==> src/swdi_pkg.sv <==
package swdi_pkg;

  typedef logic [23:0] swdi_cnt_t;
  typedef logic [4:0] swdi_addr_t;
  typedef logic [7:0] swdi_byte_t;
  typedef swdi_cnt_t [7:0] swdi_periods_t;

  // one register-port access
  typedef struct packed {
    swdi_addr_t addr;
    swdi_byte_t wdata;
    logic wr;
    logic rd;
  } swdi_req_t;

  // one byte for each interrupt region, also used for the live flags
  typedef struct packed {
    swdi_byte_t bus;
    swdi_byte_t temp;
    swdi_byte_t sup;
  } swdi_grp_t;

  typedef enum logic [1:0] {
    WD_STARTUP = 2'b00,
    WD_WINDOW = 2'b01,
    WD_TIMEOUT = 2'b10,
    WD_SLEEP = 2'b11
  } swdi_wd_mode_t;

  // register map
  localparam swdi_addr_t ADDR_WD_TRIG = 5'h00;
  localparam swdi_addr_t ADDR_WD_CFG = 5'h01;
  localparam swdi_addr_t ADDR_IRQ_TOP = 5'h02;
  localparam swdi_addr_t ADDR_IRQ_BUS = 5'h03;
  localparam swdi_addr_t ADDR_IRQ_TEMP = 5'h04;
  localparam swdi_addr_t ADDR_IRQ_SUP = 5'h05;
  localparam swdi_addr_t ADDR_FLAG_BUS = 5'h06;
  localparam swdi_addr_t ADDR_FLAG_TEMP = 5'h07;
  localparam swdi_addr_t ADDR_FLAG_SUP = 5'h08;
  localparam swdi_addr_t ADDR_RST_REASON = 5'h09;
  localparam swdi_addr_t ADDR_WD_STATUS = 5'h0a;

  // reset-reason bit positions
  localparam int RSN_INIT = 0;
  localparam int RSN_EARLY = 1;
  localparam int RSN_LATE = 2;
  localparam int RSN_TOUT = 3;
  localparam int RSN_SYS = 4;

  localparam swdi_byte_t RSN_RESET_VAL = 8'h10;
  localparam logic [2:0] PSEL_RESET_VAL = 3'h0;
  localparam logic [1:0] MAX_ATTEMPTS = 2'h3;
  localparam swdi_cnt_t CNT_ONE = 24'h000001;

  // default timings in cycles of the 50 MHz clock
  localparam swdi_cnt_t RST_PULSE_CYC_DEF = 24'h0003e8;
  localparam swdi_cnt_t STARTUP_CYC_DEF = 24'h0f4240;
  localparam swdi_cnt_t IRQ_REL_CYC_DEF = 24'h000032;
  localparam swdi_periods_t WIN_PERIODS_DEF = {
    24'h4c4b40, 24'h3d0900, 24'h2dc6c0, 24'h1e8480,
    24'h186a00, 24'h0f4240, 24'h07a120, 24'h03d090
  };
  localparam swdi_periods_t TO_PERIODS_DEF = {
    24'hf42400, 24'hb71b00, 24'h7a1200, 24'h4c4b40,
    24'h2dc6c0, 24'h1e8480, 24'h0f4240, 24'h07a120
  };

endpackage

==> src/swdi_top.sv <==
// Summary of operation
// - after reset release the watchdog runs start-up mode; a miss forces another reset
// - three start-up misses in a row send the system to sleep, no reset
// - entering normal mode after start-up switches the watchdog to window mode
// - window period is one of eight values chosen by a register write
// - a period change is accepted only while a valid trigger window is open
// - a trigger inside the valid window restarts the timer at zero
// - valid window runs from half the period to the full period
// - early or missing window trigger asserts reset at once, back to start-up
// - while the primary regulator is undervoltage the timer is held disabled
// - standby runs time-out mode; a trigger is valid anywhere in the period
// - no trigger before time-out period expiry asserts reset, back to start-up
// - interrupt pin is low whenever any interrupt bit is set and no release time is running
// - interrupt bits clear by source clear, and all clear during system reset
// - after a clear the interrupt pin stays high for the release time
// - writing one clears an interrupt bit, writing zero leaves it
// - a top-level register names the region, region registers the event
// - an event arriving during a read or clear is kept
// - bus, temperature and supply flag registers show live flags
// - each reset pin assertion records its cause in the reason register
// - reading the reason register clears it
`timescale 1ns/1ps
module swdi_top #(
  parameter swdi_pkg::swdi_cnt_t RST_PULSE_CYC = swdi_pkg::RST_PULSE_CYC_DEF,
  parameter swdi_pkg::swdi_cnt_t STARTUP_CYC = swdi_pkg::STARTUP_CYC_DEF,
  parameter swdi_pkg::swdi_cnt_t IRQ_REL_CYC = swdi_pkg::IRQ_REL_CYC_DEF,
  parameter swdi_pkg::swdi_periods_t WIN_PERIODS = swdi_pkg::WIN_PERIODS_DEF,
  parameter swdi_pkg::swdi_periods_t TO_PERIODS = swdi_pkg::TO_PERIODS_DEF
) (
  // clock and reset
  input wire logic clk,
  input wire logic srst,
  // register port
  input wire swdi_pkg::swdi_req_t req,
  output swdi_pkg::swdi_byte_t rdata,
  // events and live flags
  input wire swdi_pkg::swdi_grp_t events,
  input wire swdi_pkg::swdi_grp_t flags,
  input wire logic primary_regulator_supply_uv,
  // operating mode
  input wire logic normal_mode,
  input wire logic standby_mode,
  // pins
  output logic rst_out_n,
  output logic irq_out_n,
  output logic sleep_req
);
  import swdi_pkg::*;

  function automatic logic hit(input swdi_addr_t a, input swdi_addr_t off);
    return a == off;
  endfunction

  function automatic swdi_byte_t w1c(input swdi_req_t r, input swdi_addr_t off);
    return (r.wr && hit(r.addr, off)) ? r.wdata : 8'h00;
  endfunction

  function automatic swdi_cnt_t period_of(input swdi_wd_mode_t m, input logic [2:0] sel);
    case (m)
      WD_STARTUP: return STARTUP_CYC;
      WD_TIMEOUT: return TO_PERIODS[sel];
      default: return WIN_PERIODS[sel];
    endcase
  endfunction

  swdi_wd_mode_t mode_q;
  swdi_cnt_t cnt_q;
  swdi_cnt_t rst_cnt_q;
  swdi_cnt_t rel_cnt_q;
  swdi_cnt_t rel_cnt_d;
  swdi_cnt_t period;
  swdi_cnt_t half;
  logic [2:0] psel_q;
  logic [1:0] attempts_q;
  logic rst_n_q;
  logic irq_n_q;
  logic sleep_q;
  logic normal_d1_q;
  logic standby_d1_q;
  swdi_grp_t irq_q;
  swdi_grp_t irq_d;
  swdi_grp_t clr;
  swdi_byte_t reason_q;
  swdi_byte_t reason_set;
  swdi_byte_t rd_val;
  swdi_byte_t rdata_q;
  logic trig;
  logic wd_run;
  logic window_open;
  logic trig_ok;
  logic early;
  logic expire;
  logic startup_miss;
  logic go_sleep;
  logic fault;
  logic normal_rise;
  logic standby_rise;
  logic cleared_any;
  logic [2:0] irq_top;

  assign rdata = rdata_q;
  assign rst_out_n = rst_n_q;
  assign irq_out_n = irq_n_q;
  assign sleep_req = sleep_q;

  // watchdog decisions
  assign trig = req.wr && hit(req.addr, ADDR_WD_TRIG);
  assign period = period_of(mode_q, psel_q);
  assign half = period >> 1;
  assign wd_run = rst_n_q && !primary_regulator_supply_uv && (mode_q != WD_SLEEP);
  // start-up and time-out accept a trigger anywhere in the period
  assign window_open = (mode_q == WD_WINDOW) ? (cnt_q >= half) : 1'b1;
  assign trig_ok = wd_run && trig && window_open;
  assign early = wd_run && trig && !window_open;
  // a shorter period written late in the window must still expire, hence not an equality
  assign expire = wd_run && !trig && (cnt_q >= period - CNT_ONE);
  assign startup_miss = expire && (mode_q == WD_STARTUP);
  assign go_sleep = startup_miss && (attempts_q == MAX_ATTEMPTS - 2'h1);
  assign fault = early || (expire && !go_sleep);
  assign normal_rise = normal_mode && !normal_d1_q;
  assign standby_rise = standby_mode && !standby_d1_q;

  always_ff @(posedge clk) begin
    if (srst) begin
      normal_d1_q <= 1'b0;
      standby_d1_q <= 1'b0;
    end else begin
      normal_d1_q <= normal_mode;
      standby_d1_q <= standby_mode;
    end
  end

  always_ff @(posedge clk) begin
    if (srst) begin
      mode_q <= WD_STARTUP;
      cnt_q <= '0;
    end else if (go_sleep) begin
      mode_q <= WD_SLEEP;
      cnt_q <= '0;
    end else if (fault) begin
      mode_q <= WD_STARTUP;
      cnt_q <= '0;
    end else if (!wd_run) begin
      cnt_q <= '0;
    end else if (trig_ok) begin
      cnt_q <= '0;
      if (mode_q == WD_STARTUP) begin
        mode_q <= standby_mode ? WD_TIMEOUT : WD_WINDOW;
      end
    end else if ((mode_q != WD_STARTUP) && normal_rise) begin
      mode_q <= WD_WINDOW;
      cnt_q <= '0;
    end else if ((mode_q != WD_STARTUP) && standby_rise) begin
      mode_q <= WD_TIMEOUT;
      cnt_q <= '0;
    end else begin
      cnt_q <= cnt_q + CNT_ONE;
    end
  end

  always_ff @(posedge clk) begin
    if (srst) begin
      attempts_q <= 2'h0;
    end else if (trig_ok && (mode_q == WD_STARTUP)) begin
      attempts_q <= 2'h0;
    end else if (startup_miss && !go_sleep) begin
      attempts_q <= attempts_q + 2'h1;
    end
  end

  // a period written outside the open window is dropped silently
  always_ff @(posedge clk) begin
    if (srst) begin
      psel_q <= PSEL_RESET_VAL;
    end else if (req.wr && hit(req.addr, ADDR_WD_CFG) && wd_run && window_open) begin
      psel_q <= req.wdata[2:0];
    end
  end

  // reset pulse on the pin
  always_ff @(posedge clk) begin
    if (srst) begin
      rst_n_q <= 1'b1;
      rst_cnt_q <= '0;
    end else if (fault) begin
      rst_n_q <= 1'b0;
      rst_cnt_q <= RST_PULSE_CYC;
    end else if (!rst_n_q) begin
      rst_cnt_q <= rst_cnt_q - CNT_ONE;
      if (rst_cnt_q <= CNT_ONE) begin
        rst_n_q <= 1'b1;
      end
    end
  end

  always_ff @(posedge clk) begin
    if (srst) begin
      sleep_q <= 1'b0;
    end else if (go_sleep) begin
      sleep_q <= 1'b1;
    end
  end

  // reset reason: a new cause wins over a clearing read
  always_comb begin
    reason_set = 8'h00;
    reason_set[RSN_INIT] = startup_miss && !go_sleep;
    reason_set[RSN_EARLY] = early;
    reason_set[RSN_LATE] = expire && (mode_q == WD_WINDOW);
    reason_set[RSN_TOUT] = expire && (mode_q == WD_TIMEOUT);
  end

  always_ff @(posedge clk) begin
    if (srst) begin
      reason_q <= RSN_RESET_VAL;
    end else if (req.rd && hit(req.addr, ADDR_RST_REASON)) begin
      reason_q <= reason_set;
    end else begin
      reason_q <= reason_q | reason_set;
    end
  end

  // interrupt registers
  assign clr = {w1c(req, ADDR_IRQ_BUS), w1c(req, ADDR_IRQ_TEMP), w1c(req, ADDR_IRQ_SUP)};
  assign cleared_any = |(irq_q & clr);
  assign irq_top = {|irq_q.sup, |irq_q.temp, |irq_q.bus};

  always_comb begin
    if (!rst_n_q) begin
      irq_d = '0;
    end else begin
      irq_d = (irq_q & ~clr) | events;
    end
  end

  always_comb begin
    if (cleared_any) begin
      rel_cnt_d = IRQ_REL_CYC;
    end else if (rel_cnt_q != '0) begin
      rel_cnt_d = rel_cnt_q - CNT_ONE;
    end else begin
      rel_cnt_d = '0;
    end
  end

  always_ff @(posedge clk) begin
    if (srst) begin
      irq_q <= '0;
      rel_cnt_q <= '0;
      irq_n_q <= 1'b1;
    end else begin
      irq_q <= irq_d;
      rel_cnt_q <= rel_cnt_d;
      // edge-sensitive hosts need the high gap to see a fresh falling edge
      irq_n_q <= (rel_cnt_d != '0) || !(|irq_d);
    end
  end

  // register read, data valid one cycle after the strobe
  always_comb begin
    case (req.addr)
      ADDR_WD_CFG: rd_val = {5'h00, psel_q};
      ADDR_IRQ_TOP: rd_val = {5'h00, irq_top};
      ADDR_IRQ_BUS: rd_val = irq_q.bus;
      ADDR_IRQ_TEMP: rd_val = irq_q.temp;
      ADDR_IRQ_SUP: rd_val = irq_q.sup;
      ADDR_FLAG_BUS: rd_val = flags.bus;
      ADDR_FLAG_TEMP: rd_val = flags.temp;
      ADDR_FLAG_SUP: rd_val = flags.sup;
      ADDR_RST_REASON: rd_val = reason_q;
      ADDR_WD_STATUS: rd_val = {3'h0, attempts_q, mode_q, sleep_q};
      default: rd_val = 8'h00;
    endcase
  end

  always_ff @(posedge clk) begin
    if (srst) begin
      rdata_q <= 8'h00;
    end else if (req.rd) begin
      rdata_q <= rd_val;
    end else begin
      rdata_q <= 8'h00;
    end
  end
endmodule
==> config.mk <==
export PLATFORM = sky130hd
export DESIGN_NAME = swdi_top
export DESIGN_NICKNAME = d
export VERILOG_FILES = /design/src/swdi_pkg.sv /design/src/swdi_top.sv
export SDC_FILE = /design/constraint.sdc
export NUM_CORES = 1
export LEC_CHECK = 0
export BUFFER_PORTS_ARGS = -buffer_cell sky130_fd_sc_hd__buf_2
export CORE_AREA = 2 2 133 135
export CTS_CLUSTER_SIZE = 14
export DETAILED_ROUTE_END_ITERATION = 16
export DIE_AREA = 0 0 135 137
export GPL_TIMING_DRIVEN = 0
export HOLD_SLACK_MARGIN = 0.15
export PLACE_DENSITY = 0.79
export SLEW_MARGIN = 0
export SYNTH_ARGS = -nofsm -noshare
export SYNTH_HDL_FRONTEND = slang
export SYNTH_SLANG_ARGS = --single-unit
==> constraint.sdc <==
create_clock -name clk -period 13.5 [get_ports clk]
set_clock_uncertainty 0.1 [all_clocks]
set_input_delay 0.675 -clock clk [delete_from_list [all_inputs] [get_ports clk]]
set_output_delay 0.675 -clock clk [all_outputs]
set_load 0.03 [all_outputs]
; ---- After elaboration in Yosys (flattened, before gate mapping)
; Memories as Yosys holds them, arrays and structs flattened. A register that Yosys moved wholly into a read port is not among the register bits.
; Index checks and enable logic that the tools add are counted.
[classes]
addsub = 5
n_lt_le_gt_ge = 4
eq_ne = 16
n_mux = 29
bitwise = 7
n_reduce_logical = 53
[ops]
columns = operator, n
row1 = $mux W24, 5
row2 = $pmux W8 S10, 1
row3 = $sub A24 B1 Y24 const B, 3
row4 = $and A24 B24 Y24, 2
row5 = $pmux W24 S2, 1
row6 = $reduce_bool A24 Y1, 2
row7 = $reduce_or A24 Y1, 2
row8 = $logic_and A1 B1 Y1, 26
row9 = $add A24 B1 Y24 const B, 1
row10 = $ge A24 B23 Y1, 1
row11 = $ge A24 B24 Y1, 1
row12 = $le A24 B1 Y1 const B, 1
row13 = $mux W8, 3
row14 = $not A24 Y24, 1
row15 = $or A24 B24 Y24, 1
row16 = $reduce_or A8 Y1, 3
row17 = $eq A5 B3 Y1 const B, 4
row18 = $mux W10, 2
row19 = $mux W2, 8
row20 = $eq A5 B4 Y1 const B, 3
row21 = $mux W3, 4
row22 = $eq A5 B2 Y1 const B, 2
row23 = $or A8 B4 Y8, 1
row24 = $reduce_or A2 Y1, 4
row25 = other kinds (20), 32
[word_totals]
reg_bits = 124
rom_bits = 384
input_bits = 68
output_inout_bits = 11
elab_cells = 134
n_memories = 2
[memory_table]
columns = name, words, word_bits, read_ports, rd_clocked_by_memory_dff, wr, line
row1 = (name not given), 8, 24, 1, 1, 0, swdi_top.sv:62  ; default: return WIN_PERIODS[sel];
row2 = (name not given), 8, 24, 1, 1, 0, swdi_top.sv:61  ; WD_TIMEOUT: return TO_PERIODS[sel];

; ---- Logic depth before layout (Yosys ltp)
[logic_depth]
depth_word = 13
ltp_mapped = 18
depth_no_buf = 16

; ---- Worst setup path after synthesis
; Ideal clock, no wire load.
[synth_timing]
kind = flip-flop to flip-flop
start = register mode_q[1]
end = register (tool-made name)
setup_time_ns = 0.158
t_arrival_ns = 4.512
required_time_ns = 13.242
slack_ns = 8.730
path_stages_with_launch = 16
path_buffers = 2
period_less_slack_ns = 4.770
cell_sequence = dfxtp_1 clkbuf_1 nor2b_1 clkbuf_1 a22oi_1 ha_1 nand4_1 nor4_1 nand2_1 o31a_1 a2111oi_4 mux2i_1 clkinv_1 ha_1 inv_1 mux2i_1
[synth_rtl]
columns = item, line
row1 = start: declaration, swdi_top.sv:66  ; swdi_wd_mode_t mode_q;
row2 = start signal: assignment, swdi_top.sv:148  ; mode_q <= standby_mode ? WD_TIMEOUT : WD_WINDOW;

==> summary.txt <==
Yosys
  • Yosys cell types: 71
  • Post-synth ARST share: 0
  • Mapped Area: 0.00834 mm^2
  • Syn nets: 1099
  • Seq/Total Area, Yosys: 0.370
  • Top_reg_cell synth: dfxtp_1
  • Mapped Cells: 976
  • Ys Warns: 0
  • Mapped Avg Cell Area: 8.54 um^2
  • Yosys reg bits: 154
  • Post-synth EDFFs: 0

Layout
  • Commonest non-fill, non-tap cell in the layout: dfxtp_1
  • Fin cells: 1305
  • # nets final: 1190
  • Area delta synth->final: 14.7%
  • Layout cells sized above 1: 0.119
  • Commonest cells after routing, fill and taps aside: 154 x dfxtp_1, 132 x nor2_1, 77 x nand2_1, 74 x buf_2, 55 x ha_1
  • Diodes inserted: 0

Run status
  • Status: finished clean

Worst hold path
  • Hold Path Origin: reason_q[4]
  • WHS Endpoint: reason_q[4]
  • Hold Path Depth: 2
  • Hold WC Path Type: flip-flop to flip-flop

Floorplan
  • Die Wd: 135 um
  • Top-level I/O count: 79
  • Die area: 0.0185 mm^2
  • Floorplan row count: 48
  • Die H: 137 um
  • Core ar.: 0.0171 mm^2
  • Starting density of the core: 0.489

Setup path
  • Setup CP Type: flip-flop to flip-flop
  • Reg2reg start: mode_q[1]
  • WP data arrival: 6470 ps
  • Startpoint Class: flip-flop
  • R2R cell count: 15
  • Crit end category: flip-flop
  • Reg2Reg Setup Slack: 7180 ps
  • Critical Path RT: 13650 ps
  • CP peak stage delay: 1080 ps
  • CP max FO: 13
  • Critical-path cell list: clkbuf_1 > nor2b_1 > clkbuf_1 > a22oi_1 > ha_1 > nand2_1 > nor4_1 > nand2_1 > o31a_1 > a2111oi_4 > mux2i_1 > clkinv_1 > ha_1 > inv_1 > mux2i_1
  • CP max-delay cell: mux2i_1

Drt
  • DR WL met2: 10300 um
  • DRT iter0 DRCs: 794
  • Routed WL per cell: 17.2 um
  • Detail Route Antenna Nets: 0
  • Wl on met1: 9840 um
  • DR top layer: met4
  • Vias per cell: 5.89
  • DR vias: 7685
  • Total wire length: 22400 um
  • Drt pass-1 iters: 8
  • WL met3: 1600 um
  • DRC Markers: 0

Timing
  • Fin crit share: 0.468
  • Slew Viols, Final: 0
  • Fin Setup TNS: 0 ps
  • Crit path time final: 6320 ps
  • Max Clk Rate: 158 MHz
  • Hold Vio Cnt, Final: 0
  • Final setup fails: 0
  • Worst-Margin Slew: 1260 ps
  • RSZ-0062 raised after global routing: false
  • Slew margin rel.: 0.139

Global routing
  • Pin count of the biggest net entering global routing: 17
  • Vias in the first global route: 6944
  • First-pass GRT wire length: 35300 um
  • Initial antenna violation count: 0
  • Total global routing overflow: 0
  • Gr usage total: 0.241

Pwr
  • Maximum VDD drop: 0.0976 mV
  • Pwr Density: 126 mW/mm^2
  • Leakage: 3.82 nW

Placed design
  • Final RePlAce weighted congestion: 1.03
  • Cells after DPL: 1273
  • Detailed Place HPWL: 16800 um
  • Port Buf Inserts: 72

Clock network
  • Post-CTS Resized: 0
  • Clk_lat worst skew: 440 ps
  • Hold Buf Count CTS: 0
  • CTS tree: yes
  • Clk buf depth: 2
  • H-tree depth: 4
  • Setup repair bufs after CTS: 0
  • Num CTS Buffers: 17
  • Root Driver: clkbuf_16
  • Clock sink count: 154
  • Clock-pin slew on the worst setup and hold paths: 60 ps

Job
  • Max Cap Viol: 0
critical path, delay by kind of cell, from the launching register on:
| kind | cells | cell delay [ps] |
|---|---|---|
| buffers and inverters | 4 | 1550 |
| multiplexers | 2 | 1180 |
| AO/OA/AOI/OAI | 3 | 1280 |
| flip-flops | 1 | 330 |
| adder cells (fa/ha/maj) | 2 | 770 |
| AND/OR/NAND/NOR | 4 | 890 |
metrics by stage:
step           area (um^2)  utilization  total power [W]  hold WS, ps  worst slack [ps]
2_1_floorplan         8340            -         0.000670          322              8730
3_3_place_gp          8980        0.527         0.000723          338              7490
3_5_place_dp          8980        0.527         0.000726          351              7360
4_1_cts               9570        0.561          0.00120          356              7320
5_1_grt               9570        0.561          0.00125          364              6600
6_report              9570        0.561          0.00121          357              7180
synth_stat cells (all sizes together) (5+ instances only):
master   number  area share
dfxtp       154        0.37
nor2        132       0.059
nand2        78       0.036
ha           55       0.083
xnor2        51       0.054
a21oi        45       0.027
a22oi        43       0.039
inv          34       0.015
xor2         33       0.035
nor3         29       0.017
nand3        27       0.016
o21ai        27       0.016
clkbuf       26       0.012
nor4         22       0.017
nand4        16       0.012
and3         15       0.011
mux2i        15       0.018
nor2b        13      0.0098
nor3b        11      0.0099
a31oi        10      0.0075
or4          10      0.0095
a22o          8      0.0084
o22ai         8      0.0060
or3           8      0.0060
buf           6      0.0048
a21o          5      0.0045
a221oi        5      0.0053
and2          5      0.0038
nand2b        5      0.0038
o2111ai       5      0.0053
power by group:
part | internal [W] | switching [W]
registers | 0.000478 | 0.0000269
clock network | 0.000266 | 0.000215
logic | 0.0000879 | 0.000130
total | 0.000833 | 0.000373
cell type report:
type	instances	area, um^2
buffer	32	138
clock buffer	18	439
clock inverter	14	146
fill	1557	7490
inverter	36	135
multi-input combinational	754	4980
sequential	154	3080
tap	225	282
timing repair buffer	72	360
metal layers:
metal,vias up,track usage
li1,3730,-
met1,3588,0.319
met2,313,0.385
met3,54,0.0526
met4,0,0.0966
met5,-,0
cells by family after synthesis:
kind of cell               share of synthesized area
muxes                                         0.0239
DFF                                            0.370
and+or+nand+nor                                0.231
AOI/OAI and AO/OA                              0.172
buffers and inverters                         0.0327
adders and majority gates                     0.0825
xor gates and xnor gates                      0.0882
how the worst max path moves through the flow:
stage                    from   endpoint  slack [ps]  depth (start not counted)
finish              mode_q[1]  flip-flop        7180                         15
global route        mode_q[1]  flip-flop        6600                         15
CTS                 mode_q[1]  flip-flop        7320                         15
detailed placement  mode_q[1]  flip-flop        7360                         15
global placement    mode_q[1]  flip-flop        7490                         15
floorplan           mode_q[1]  flip-flop        8730                         15
Note: power is estimated with default switching activity, not from simulation.
